==> config.mk <==
export PLATFORM = sky130hd
export DESIGN_NAME = ctm_compact_timer
export DESIGN_NICKNAME = d
export VERILOG_FILES = /design/src/design/ctm_pkg.sv /design/src/design/ctm_compact_timer.sv
export SDC_FILE = /design/constraint.sdc
export NUM_CORES = 1
export LEC_CHECK = 0
export BUFFER_PORTS_ARGS = -buffer_cell sky130_fd_sc_hd__buf_2
export CORE_MARGIN = 4
export CORE_UTILIZATION = 63
export CTS_BUF_LIST = sky130_fd_sc_hd__clkbuf_4
export DETAILED_ROUTE_END_ITERATION = 8
export PLACE_DENSITY_LB_ADDON = 0.15
export SYNTH_ARGS = -nofsm -noshare
export SYNTH_HDL_FRONTEND = slang
export SYNTH_SLANG_ARGS = --single-unit
==> constraint.sdc <==
create_clock -name core_clk -period 9.66 [get_ports core_clk]
set_clock_uncertainty 0.05 [all_clocks]
set_input_delay 1.449 -clock core_clk [delete_from_list [all_inputs] [get_ports core_clk]]
set_output_delay 1.449 -clock core_clk [all_outputs]
set_load 0.005 [all_outputs]
==> src/design/ctm_pkg.sv <==
`default_nettype none
package ctm_pkg;
	localparam int CTM_CNT_W = 16;
	localparam int CTM_BYTE_W = 8;
	localparam int CTM_PRE_W = 6;
	// register byte addresses on the bus
	localparam logic [7:0] CTM_ADR_CTRL0 = 8'h00;
	localparam logic [7:0] CTM_ADR_CTRL1 = 8'h04;
	localparam logic [7:0] CTM_ADR_CNT_LO = 8'h08;
	localparam logic [7:0] CTM_ADR_CNT_HI = 8'h0c;
	localparam logic [7:0] CTM_ADR_CMPA_LO = 8'h10;
	localparam logic [7:0] CTM_ADR_CMPA_HI = 8'h14;
	localparam logic [7:0] CTM_ADR_PERIOD = 8'h18;
	localparam logic [7:0] CTM_ADR_STATUS = 8'h1c;
	// control zero fields
	localparam int CTM_C0_PAUSE = 7;
	localparam int CTM_C0_CKS_LO = 4;
	localparam int CTM_C0_ON = 3;
	// control one fields
	localparam int CTM_C1_MODE_LO = 6;
	localparam int CTM_C1_ACT_LO = 4;
	localparam int CTM_C1_INIT = 3;
	localparam int CTM_C1_INV = 2;
	localparam int CTM_C1_SWAP = 1;
	localparam int CTM_C1_CLRSEL = 0;
	// status fields, write one to clear
	localparam int CTM_ST_AFLAG = 0;
	localparam int CTM_ST_PFLAG = 1;
	// reset values
	localparam logic [7:0] CTM_CTRL0_RST = 8'h00;
	localparam logic [7:0] CTM_CTRL1_RST = 8'h00;
	localparam logic [15:0] CTM_CMPA_RST = 16'h0000;
	localparam logic [7:0] CTM_PERIOD_RST = 8'h00;
	localparam logic [15:0] CTM_CNT_RST = 16'h0000;
	localparam logic [7:0] CTM_BUF_RST = 8'h00;
	localparam logic [15:0] CTM_CNT_ONE = 16'h0001;
	localparam logic [7:0] CTM_BYTE_ZERO = 8'h00;
	// prescaler taps, the high clock is taken as the system clock
	localparam logic [5:0] CTM_DIV4_MASK = 6'h03;
	localparam logic [5:0] CTM_DIV8_MASK = 6'h07;
	localparam logic [5:0] CTM_DIV16_MASK = 6'h0f;
	localparam logic [5:0] CTM_DIV64_MASK = 6'h3f;
	typedef enum logic [2:0] {
		CTM_CK_SYS4 = 3'b000,
		CTM_CK_SYS = 3'b001,
		CTM_CK_H16 = 3'b010,
		CTM_CK_H64 = 3'b011,
		CTM_CK_TBC = 3'b100,
		CTM_CK_H8 = 3'b101,
		CTM_CK_EXTR = 3'b110,
		CTM_CK_EXTF = 3'b111
	} ctm_cks_t;
	typedef enum logic [1:0] {
		CTM_MODE_CMP = 2'b00,
		CTM_MODE_UNDEF = 2'b01,
		CTM_MODE_PWM = 2'b10,
		CTM_MODE_TIMER = 2'b11
	} ctm_mode_t;
	typedef enum logic [1:0] {
		CTM_ACT_NONE = 2'b00,
		CTM_ACT_LOW = 2'b01,
		CTM_ACT_HIGH = 2'b10,
		CTM_ACT_TOGGLE = 2'b11
	} ctm_act_t;
	localparam logic [1:0] CTM_PWM_INACTIVE = 2'b00;
	localparam logic [1:0] CTM_PWM_ACTIVE = 2'b01;
	localparam logic [1:0] CTM_PWM_WAVE = 2'b10;
endpackage
`default_nettype wire

==> src/design/ctm_compact_timer.sv <==
// Contract
// [RL1] sixteen-bit counter counts only upward on each selected clock tick
// [RL2] period comparator matches eight-bit value against counter upper byte only
// [RL3] compare A matches sixteen-bit value against the whole counter
// [RL4] no software write to counter; counter-on rising edge clears it
// [RL5] counter clears on overflow or selected comparator match, raising events
// [RL6] pause bit freezes counter; clearing it resumes from held value
// [RL7] three-bit select picks system, divided, time-base or external edge clock
// [RL8] counter-on high runs; rise clears count, fall stops and keeps count
// [RL9] in compare mode counter-on rise forces pin to initial level
// [RL10] low three bits of control zero read as zero
// [RL11] two-bit mode: compare output, undefined, pwm, timer/counter
// [RL12] software turns timer off before mode change; pin unused in timer mode
// [RL13] compare mode A match: none, low, high or toggle pin
// [RL14] pwm action: inactive, active, waveform, undefined; unused in timer mode
// [RL15] requested level equal to present level gives no visible pin change
// [RL16] software changes action field only while timer is off
// [RL17] initial-level bit: compare initial level, pwm active level, timer none
// [RL18] invert bit inverts pin output; no effect in timer mode
// [RL19] swap bit exchanges period and duty roles of both compare values
// [RL20] clear-select: one clears on A match, zero on period match or overflow; in pwm mode the code ignores it and clears on the period-role match
// [RL21] low byte goes through shared buffer, committed or latched at high byte
// [RL22] separate A and period match flags set on the matching count cycle
//
// The Wishbone interface to the registers and the placing of the registers were decided locally.
`timescale 1ns/1ps
`default_nettype none
module ctm_compact_timer #(
	parameter int DATA_W = 32,
	parameter int ADR_W = 8
) (
	input wire logic core_clk,
	input wire logic rstn,
	input wire logic wb_cyc_i,
	input wire logic wb_stb_i,
	input wire logic wb_we_i,
	input wire logic [ADR_W-1:0] wb_adr_i,
	input wire logic [DATA_W/8-1:0] wb_sel_i,
	input wire logic [DATA_W-1:0] wb_dat_i,
	output logic [DATA_W-1:0] wb_dat_o,
	output logic wb_ack_o,
	input wire logic externalCountPin,
	input wire logic timeBaseClock,
	output logic timerOutputPin,
	output logic timerOutputPinEn
);
	import ctm_pkg::*;

	if (DATA_W < CTM_BYTE_W || DATA_W % CTM_BYTE_W != 0 || ADR_W < 8) begin : g_badParam
		$error("ctm_compact_timer: bus widths not supported");
	end

	function automatic logic divHit(input logic [CTM_PRE_W-1:0] pre, input logic [CTM_PRE_W-1:0] mask);
		return (pre & mask) == mask;
	endfunction

	logic pause_q;
	ctm_cks_t cks_q;
	logic on_q;
	ctm_mode_t mode_q;
	logic [1:0] act_q;
	logic init_q;
	logic inv_q;
	logic swap_q;
	logic clrSel_q;
	logic [CTM_CNT_W-1:0] cmpA_q;
	logic [CTM_BYTE_W-1:0] period_q;
	logic [CTM_BYTE_W-1:0] buf_q;
	logic [CTM_BYTE_W-1:0] buf_d;
	logic [CTM_CNT_W-1:0] cnt_q;
	logic [CTM_CNT_W-1:0] cnt_d;
	logic aFlag_q;
	logic pFlag_q;
	logic pinLevel_q;
	logic pinLevel_d;
	logic ack_q;
	logic [DATA_W-1:0] datOut_q;
	logic [CTM_PRE_W-1:0] pre_q;
	logic extPrev_q;
	logic tbcPrev_q;
	logic pinOut_q;
	logic pinEn_q;

	// bus decode
	wire logic req = wb_cyc_i & wb_stb_i & ~ack_q;
	wire logic wr = req & wb_we_i & wb_sel_i[0];
	wire logic rd = req & ~wb_we_i;
	wire logic [CTM_BYTE_W-1:0] wrData = wb_dat_i[CTM_BYTE_W-1:0];
	wire logic hitCtrl0 = wb_adr_i == ADR_W'(CTM_ADR_CTRL0);
	wire logic hitCtrl1 = wb_adr_i == ADR_W'(CTM_ADR_CTRL1);
	wire logic hitCntLo = wb_adr_i == ADR_W'(CTM_ADR_CNT_LO);
	wire logic hitCntHi = wb_adr_i == ADR_W'(CTM_ADR_CNT_HI);
	wire logic hitCmpALo = wb_adr_i == ADR_W'(CTM_ADR_CMPA_LO);
	wire logic hitCmpAHi = wb_adr_i == ADR_W'(CTM_ADR_CMPA_HI);
	wire logic hitPeriod = wb_adr_i == ADR_W'(CTM_ADR_PERIOD);
	wire logic hitStatus = wb_adr_i == ADR_W'(CTM_ADR_STATUS);
	wire logic wrCtrl0 = wr & hitCtrl0;
	wire logic onRise = wrCtrl0 & wrData[CTM_C0_ON] & ~on_q; // RL4
	wire logic clrA = wr & hitStatus & wrData[CTM_ST_AFLAG];
	wire logic clrP = wr & hitStatus & wrData[CTM_ST_PFLAG];

	// readback; unimplemented control zero bits stay zero
	wire logic [CTM_BYTE_W-1:0] ctrl0Read = {pause_q, cks_q, on_q, 3'h0}; // RL10
	wire logic [CTM_BYTE_W-1:0] ctrl1Read = {mode_q, act_q, init_q, inv_q, swap_q, clrSel_q};
	wire logic [CTM_BYTE_W-1:0] statusRead = {6'h00, pFlag_q, aFlag_q};
	wire logic [CTM_BYTE_W-1:0] rdByte =
		hitCtrl0 ? ctrl0Read :
		hitCtrl1 ? ctrl1Read :
		(hitCntLo | hitCmpALo) ? buf_q : // RL21
		hitCntHi ? cnt_q[15:8] :
		hitCmpAHi ? cmpA_q[15:8] :
		hitPeriod ? period_q :
		hitStatus ? statusRead : CTM_BYTE_ZERO;

	// count clock selection
	wire logic extRise = externalCountPin & ~extPrev_q;
	wire logic extFall = ~externalCountPin & extPrev_q;
	wire logic tbcRise = timeBaseClock & ~tbcPrev_q;
	logic tick;
	always_comb begin
		case (cks_q) // RL7
			CTM_CK_SYS4: tick = divHit(pre_q, CTM_DIV4_MASK);
			CTM_CK_SYS: tick = 1'b1;
			CTM_CK_H16: tick = divHit(pre_q, CTM_DIV16_MASK);
			CTM_CK_H64: tick = divHit(pre_q, CTM_DIV64_MASK);
			CTM_CK_TBC: tick = tbcRise;
			CTM_CK_H8: tick = divHit(pre_q, CTM_DIV8_MASK);
			CTM_CK_EXTR: tick = extRise;
			CTM_CK_EXTF: tick = extFall;
			default: tick = 1'b0;
		endcase
	end

	// comparators look at the value the counter is about to take, so a
	// period value of n gives exactly n*256 counts and zero means overflow
	wire logic run = on_q & ~pause_q; // RL6 RL8
	wire logic step = run & tick; // RL1
	wire logic [CTM_CNT_W-1:0] cntInc = cnt_q + CTM_CNT_ONE;
	wire logic modePwm = mode_q == CTM_MODE_PWM;
	wire logic modeCmp = mode_q == CTM_MODE_CMP;
	wire logic aHit = step & (cntInc == cmpA_q) & (cmpA_q != CTM_CMPA_RST); // RL3
	wire logic pHit = step & (cntInc[15:8] == period_q) & (cntInc[7:0] == CTM_BYTE_ZERO); // RL2
	wire logic periodHit = swap_q ? aHit : pHit; // RL19
	wire logic clrNow = modePwm ? periodHit : (clrSel_q ? aHit : pHit); // RL20
	wire logic pFlagSet = pHit & ~(clrSel_q & ~modePwm); // RL22
	wire logic dutyActive = swap_q ? (cnt_q[15:8] < period_q) : (cnt_q < cmpA_q); // RL19

	always_comb begin
		cnt_d = cnt_q;
		if (onRise) begin
			cnt_d = CTM_CNT_RST; // RL4 RL8
		end else if (step) begin
			cnt_d = clrNow ? CTM_CNT_RST : cntInc; // RL5 RL1
		end
	end

	always_comb begin
		buf_d = buf_q;
		if (wr & hitCmpALo) begin
			buf_d = wrData; // RL21
		end else if (rd & hitCntHi) begin
			buf_d = cnt_q[7:0]; // RL21
		end else if (rd & hitCmpAHi) begin
			buf_d = cmpA_q[7:0]; // RL21
		end
	end

	always_comb begin
		pinLevel_d = pinLevel_q;
		if (modeCmp) begin
			if (onRise) begin
				pinLevel_d = init_q; // RL9 RL17
			end else if (aHit) begin
				case (act_q) // RL13 RL15
					CTM_ACT_LOW: pinLevel_d = 1'b0;
					CTM_ACT_HIGH: pinLevel_d = 1'b1;
					CTM_ACT_TOGGLE: pinLevel_d = ~pinLevel_q;
					default: pinLevel_d = pinLevel_q;
				endcase
			end
		end else if (modePwm) begin
			case (act_q) // RL14 RL17
				CTM_PWM_INACTIVE: pinLevel_d = ~init_q;
				CTM_PWM_ACTIVE: pinLevel_d = init_q;
				CTM_PWM_WAVE: pinLevel_d = run ? (dutyActive ? init_q : ~init_q) : pinLevel_q;
				default: pinLevel_d = ~init_q;
			endcase
		end
	end

	// timer mode releases the pin to other functions
	wire logic pinOut_d = (mode_q == CTM_MODE_TIMER) ? 1'b0 : pinLevel_q ^ inv_q; // RL18

	always_ff @(posedge core_clk or negedge rstn) begin
		if (!rstn) begin
			pause_q <= CTM_CTRL0_RST[CTM_C0_PAUSE];
			cks_q <= ctm_cks_t'(CTM_CTRL0_RST[CTM_C0_CKS_LO+:3]);
			on_q <= CTM_CTRL0_RST[CTM_C0_ON];
		end else if (wrCtrl0) begin
			pause_q <= wrData[CTM_C0_PAUSE]; // RL6
			cks_q <= ctm_cks_t'(wrData[CTM_C0_CKS_LO+:3]); // RL7
			on_q <= wrData[CTM_C0_ON]; // RL8
		end
	end

	always_ff @(posedge core_clk or negedge rstn) begin
		if (!rstn) begin
			mode_q <= ctm_mode_t'(CTM_CTRL1_RST[CTM_C1_MODE_LO+:2]);
			act_q <= CTM_CTRL1_RST[CTM_C1_ACT_LO+:2];
			init_q <= CTM_CTRL1_RST[CTM_C1_INIT];
			inv_q <= CTM_CTRL1_RST[CTM_C1_INV];
			swap_q <= CTM_CTRL1_RST[CTM_C1_SWAP];
			clrSel_q <= CTM_CTRL1_RST[CTM_C1_CLRSEL];
		end else if (wr & hitCtrl1) begin
			mode_q <= ctm_mode_t'(wrData[CTM_C1_MODE_LO+:2]); // RL11
			act_q <= wrData[CTM_C1_ACT_LO+:2];
			init_q <= wrData[CTM_C1_INIT];
			inv_q <= wrData[CTM_C1_INV];
			swap_q <= wrData[CTM_C1_SWAP];
			clrSel_q <= wrData[CTM_C1_CLRSEL];
		end
	end

	always_ff @(posedge core_clk or negedge rstn) begin
		if (!rstn) begin
			cmpA_q <= CTM_CMPA_RST;
			period_q <= CTM_PERIOD_RST;
		end else begin
			if (wr & hitCmpAHi) begin
				cmpA_q <= {wrData, buf_q}; // RL21
			end
			if (wr & hitPeriod) begin
				period_q <= wrData;
			end
		end
	end

	// a flag set in the same cycle as its clear survives
	always_ff @(posedge core_clk or negedge rstn) begin
		if (!rstn) begin
			aFlag_q <= 1'b0;
			pFlag_q <= 1'b0;
		end else begin
			aFlag_q <= aHit | (aFlag_q & ~clrA); // RL22
			pFlag_q <= pFlagSet | (pFlag_q & ~clrP); // RL22
		end
	end

	always_ff @(posedge core_clk or negedge rstn) begin
		if (!rstn) begin
			cnt_q <= CTM_CNT_RST;
			buf_q <= CTM_BUF_RST;
			pre_q <= '0;
			extPrev_q <= 1'b0;
			tbcPrev_q <= 1'b0;
			pinLevel_q <= 1'b0;
			pinOut_q <= 1'b0;
			pinEn_q <= 1'b0;
		end else begin
			cnt_q <= cnt_d;
			buf_q <= buf_d;
			pre_q <= pre_q + 1'b1;
			extPrev_q <= externalCountPin;
			tbcPrev_q <= timeBaseClock;
			pinLevel_q <= pinLevel_d;
			pinOut_q <= pinOut_d;
			pinEn_q <= mode_q != CTM_MODE_TIMER; // RL12
		end
	end

	// one-wait-state slave: every access, mapped or not, is acked
	always_ff @(posedge core_clk or negedge rstn) begin
		if (!rstn) begin
			ack_q <= 1'b0;
			datOut_q <= '0;
		end else begin
			ack_q <= req;
			if (rd) begin
				datOut_q <= {{(DATA_W-CTM_BYTE_W){1'b0}}, rdByte};
			end
		end
	end

	assign wb_ack_o = ack_q;
	assign wb_dat_o = datOut_q;
	assign timerOutputPin = pinOut_q;
	assign timerOutputPinEn = pinEn_q;
endmodule
`default_nettype wire

* Word-level counts from Yosys, hierarchy flattened
Index checks and enable logic that the tools add are counted. W data, S select, Z words.
Word-level totals: register bits after elaboration 83, input bits 51, output and inout port bits 35, word-level logic and storage cells 139
Operators by class: $add $sub $neg 2, order comparisons 2, eq/ne operators 29, multiplexer cells 27, bitwise operators 47, reduce and logical (&&, ||, !) cells 9
Operators with widths (count):
- $mux W8 | 9
- $mux W16 | 3
- $eq A8 B5 Y1 const B | 4
- $and A1 B1 Y1 | 30
- $add A16 B1 Y16 const B | 1
- $eq A16 B16 Y1 | 1
- $eq A8 B4 Y1 const B | 2
- $logic_not A8 Y1 | 2
- $lt A16 B16 Y1 | 1
- $reduce_bool A16 Y1 | 1
- $eq A3 B3 Y1 const B | 5
- $not A1 Y1 | 13
- $mux W1 | 11
- $eq A2 B2 Y1 const B | 5
- $eq A8 B3 Y1 const B | 1
- $eq A8 B8 Y1 | 1
- $lt A8 B8 Y1 | 1
- $pmux W1 S8 | 1
- $add A6 B1 Y6 const B | 1
- $eq A3 B2 Y1 const B | 2
- $eq A6 B6 Y1 const B | 1
- $ne A5 B2 Y1 const B | 1
- $eq A4 B4 Y1 const B | 1
- $reduce_and A4 Y1 | 1
- other kinds (14) | 17

* Depth between registers and ports, before layout
depth after elaboration 11, mapped depth 13, depth with buffers taken out 10

* Worst setup path after synthesis
OpenSTA, ideal clock, no wires.
path kind input-to-reg, from input externalCountPin, to register cnt_q[14], library setup time 0.139 ns, arrival time 3.675 ns, required time 9.471 ns, setup slack 5.796 ns, cell stages on the path 10, buffers on the path 2, path through and3b_1 a21oi_1 o21ai_0 a31oi_1 or4_1 or4_1 buf_6 buf_6 a41oi_2 a31oi_1
Between the ends: longest elaborated chain between the ends 11, elaborated cells on any way between the ends 16, classes of those cells 7 x mux; 8 x bitwise; 1 x reduce/logical
Ends and longest elaborated chain:
- start: declaration | line ctm_compact_timer.sv:42 | input wire logic externalCountPin,
- $not A1 Y1 | line ctm_compact_timer.sv:117 | wire logic extFall = ~externalCountPin & extPrev_q;
- $and A1 B1 Y1 | line ctm_compact_timer.sv:117
- $pmux W1 S8 (*) | line ctm_compact_timer.sv:121 | case (cks_q)
- $and A1 B1 Y1 (*) | line ctm_compact_timer.sv:137 | wire logic step = run & tick;
- $and A1 B1 Y1 (on tied branches) (2 in a row) | line ctm_compact_timer.sv:142, ctm_compact_timer.sv:141
- $mux W1 (on tied branches) | line ctm_compact_timer.sv:144, ctm_compact_timer.sv:143
- $mux W1 | line ctm_compact_timer.sv:144 | wire logic clrNow = modePwm ? periodHit : (clrSel_q ? aHit : pHit);
- $mux W16 | line ctm_compact_timer.sv:153 | cnt_d = clrNow ? CTM_CNT_RST : cntInc;
- $mux W16 | line ctm_compact_timer.sv:152 | end else if (step) begin
- $mux W16 | line ctm_compact_timer.sv:150 | if (onRise) begin
- end signal: assignment | line ctm_compact_timer.sv:260 | cnt_q <= cnt_d;
- end: declaration | line ctm_compact_timer.sv:70 | logic [CTM_CNT_W-1:0] cnt_q;
Mark *: on every way between the ends. The rest lies on a longest branch, timed or not. The select of a mux whose other input is x is not followed. A chain may end at the register's enable or synchronous reset.

* Worst setup path after layout
from register cnt_q[4], to register cnt_q[8]
Between the ends: longest elaborated chain between the ends 9, elaborated cells on any way between the ends 14, classes of those cells 1 x add/sub; 2 x eq/ne; 6 x mux; 4 x bitwise; 1 x reduce/logical
Ends and longest elaborated chain:
- $add A16 B1 Y16 (*) | line ctm_compact_timer.sv:138 | wire logic [CTM_CNT_W-1:0] cntInc = cnt_q + CTM_CNT_ONE;
- $eq A16 B16 Y1 / $eq A8 B8 Y1 (equally long branches) | line ctm_compact_timer.sv:141, ctm_compact_timer.sv:142
- $and A1 B1 Y1 (on tied branches) (2 in a row) | line ctm_compact_timer.sv:141, ctm_compact_timer.sv:142
- $mux W1 (on tied branches) | line ctm_compact_timer.sv:144, ctm_compact_timer.sv:143
- $mux W1 | line ctm_compact_timer.sv:144
- $mux W16 (*) | line ctm_compact_timer.sv:153
- $mux W16 (*) | line ctm_compact_timer.sv:152
- $mux W16 (*) | line ctm_compact_timer.sv:150
Marked as above.

==> reports/metrics.yaml <==
sta:
  setup_viol: 0
  hold_viol_final: 0
  fmax_mhz: 234
  tns_ns: 0
  relSlewSlack_pct: 26.4
  period_minus_slack_ns: 4.27
  rsz0062_at_grt: "false"
  hold_slack_ns: 0.413
  min_period_over_period_pct: 44.2
  setup_ws_ns: 5.39
  worst_pin_slew_ns: 1.10
  slew_violations: 0
setup_path:
  required_ns: 9.95
  cp-start-kind: "flop"
  critPathKind: "flop to flop"
  crit_buf_inv: 0
  crit_arrival_ns: 4.56
  endpoint_kind: "flop"
  cp_cell_sequence: "nand4_2 > nor3_1 > xnor2_1 > o21ai_1 > or4_4 > or4_1 > a41oi_1 > a31oi_1"
  path_delay_family: "simple AND/OR/NAND/NOR gates"
  cp_max_fo: 28
  cp_slowest_cell: "or4_1"
  cp_slowest_stage_delay_ns: 0.98
finish:
  num-fill-cells: 724
  drive_gt1_share_pct: 14.4
  layout.nets: 723
  diodes: 0
  area_growth_syn_to_layout_pct: 2.60
yosys:
  synth-edff-count: 0
  netlist-cell-type-count: 60
  yosys_warnings: 0
  yosysTopAreaCell: "dfrtp_1"
  syn_area_sq_um: 5830
  ys.flop_type: "dfrtp_1"
  ys_seq_area_share_pct: 35.6
  synth.avg_cell_area_sq_um: 9.09
  ys_ff_latch: 83
  synthCells: 641
  async_reset_ff_share_pct: 100
  netlist.area_leader.share_pct: 35.6
  synth.area.top_cells: "dfrtp_1, ha_1, mux2_2, buf_4, xnor2_1"
cts:
  post_cts_buffers: 0
  clock-sinks: 83
  cts_tree: "built"
  cts_buffers: 9
  ctsHoldBuffers: 0
  cts_resized: 0
  cts_root_buf: "clkbuf_4"
  cts.htree.levels: 3
  cts.clk_slew.worst_paths_ns: 0.17
  insertion_delay_ns: 0.47
  cts_buffer_depth: 2
die:
  die_h_um: 104
  fp-row-count: 34
  core_sq_um: 8850
  initial_core_util_pct: 65.9
  io_pins: 86
  die_w_um: 104
  design.die.area_sq_um: 10900
route:
  first_pass_iters: 6
  wire_per_inst_um: 21.0
  vias: 5060
  drt_iter0_drc: 485
  via_per_inst: 6.69
  wirelength_um: 15900
  antenna_left: 0
  drc: 0
global_route:
  grt_overflow_total: 0
  antenna_found_initial: 0
  grt_max_degree: 84
  grt_pass1_wl_um: 25700
  track_usage_pct: 29.9
  grt_pass1_vias: 4846
placement:
  dp_hpwl_um: 11700
  place.gp.congestion: 0.962
  portBuffers: 34
  pre_cts_slack_ns: 5.07
pwr:
  p_leak_nw: 2.71
  ir_worst_vdd_v: 0.0000836
  power_density_nw_per_um2: 107
run_status:
  status: "completed"
worst_hold_path:
  min_path_type: "flop to flop"
flow_run:
  max_cap_violations: 0
-- cell families (layout without fill, tap and decap cells) --
kind of cell / after synthesis / count (layout) / synth area share, %
and+or+nand+nor: 192 / 192 / 17.7
DFF: 83 / 83 / 35.6
AOI/OAI and AO/OA: 149 / 149 / 17.6
other: 1 / 24 / 0.0644
xor gates and xnor gates: 34 / 34 / 5.11
buffers and inverters: 110 / 94 / 9.64
adders and majority gates: 29 / 29 / 6.23
muxes: 43 / 43 / 8.03
-- final timing paths --
kind                               start           to  slack [ns]  cells after the start
worst max register to register  cnt_q[4]     cnt_q[8]        5.39                      8
min in group asynchronous           rstn  wb_dat_o[0]        1.08                      1
max in group asynchronous           rstn     cnt_q[5]        7.79                      1
worst min register to register  pre_q[0]     pre_q[0]        0.41                      1
worst min-delay path            pre_q[0]     pre_q[0]        0.41                      1
worst max-delay path            cnt_q[4]     cnt_q[8]        5.39                      8
-- cell usage in the layout, fill, tap and decap left out, types with 4 or more instances in the layout --
| master | Yosys | layout |
|---|---|---|
| dfrtp_1 | 83 | 83 |
| inv_1 | 42 | 42 |
| nand2_1 | 41 | 41 |
| nor2_1 | 38 | 38 |
| buf_2 | 5 | 33 |
| mux2_2 | 30 | 30 |
| ha_1 | 29 | 29 |
| o21ai_0 | 26 | 26 |
| a31oi_1 | 25 | 25 |
| conb_1 | 1 | 24 |
| xnor2_1 | 23 | 23 |
| a21oi_1 | 23 | 23 |
| nand4_1 | 22 | 22 |
| nand3_1 | 19 | 19 |
| mux2i_1 | 13 | 13 |
| a22oi_1 | 13 | 13 |
| xor2_1 | 11 | 11 |
| nor4_1 | 11 | 11 |
| a221oi_1 | 10 | 10 |
| nor3_1 | 9 | 9 |
| clkbuf_4 | 0 | 9 |
| a41oi_1 | 8 | 8 |
| and3_1 | 7 | 7 |
| and2_1 | 7 | 7 |
| o21ai_1 | 6 | 6 |
| nor2b_1 | 6 | 6 |
| and4_1 | 5 | 5 |
| nand4b_1 | 5 | 5 |
| nor3b_1 | 4 | 4 |
| o2111ai_1 | 4 | 4 |
| a31o_2 | 4 | 4 |
| o31ai_1 | 4 | 4 |
| a21o_1 | 4 | 4 |
| inv_8 | 0 | 4 |
-- per-stage QoR --
stage                     instance area, sq um  total power [mW]  util (%)  std cells
final                                     5980             0.640      67.6        756
after global routing                      5980             0.666      67.6        756
after CTS                                 5980             0.642      67.6        756
after detailed placement                  5830             0.433      65.9        740
after global placement                    5830             0.431      65.9        740
after floorplan                           5910             0.410         -        664
-- layer usage --
layer / GRT usage, % / vias to the layer above / part of all wire (%)
met3: 6.83 / 44 / 8.9
li1: - / 2298 / -
met1: 41.5 / 2469 / 44
met5: 0 / - / 0
met2: 45.1 / 249 / 44
met4: 12.4 / 0 / 3.0
-- synth_stat cells (10+ instances only) --
library cell  number
a21oi_1           23
clkbuf_1          25
xor2_1            11
a31oi_1           25
dfrtp_1           83
ha_1              29
mux2i_1           13
nand2_1           41
nand3_1           19
nand4_1           22
o21ai_0           26
nor2_1            38
buf_4             28
mux2_2            30
a221oi_1          10
a22oi_1           13
xnor2_1           23
inv_1             42
nor4_1            11
-- final cells by class --
cell class	count	area, sq um	share of cell area, %
inverters	42	158	2.64
well taps	108	135	2.26
clock inverters	7	78.8	1.32
flip-flops and latches	83	2080	34.7
repair buffers	36	188	3.14
clock buffers	9	67.6	1.13
multi-input cells	471	3270	54.8
-- power breakdown --
group | total [mW] | switching [mW] | leakage, nW | internal, mW
clock | 0.213 | 0.150 | 0.0807 | 0.0632
combinational | 0.0597 | 0.0362 | 1.58 | 0.0235
sequential | 0.367 | 0.00921 | 1.05 | 0.358
-- flip-flops by register name (all words and copies together), names as in the netlist, 2 cells and up --
name,flops
period_q,8
cnt_q,16
mode_q,2
wb_dat_o,8
act_q,2
buf_q,8
cmpA_q,16
pre_q,6
cks_q,3
Power figures use the tool's default switching activity.
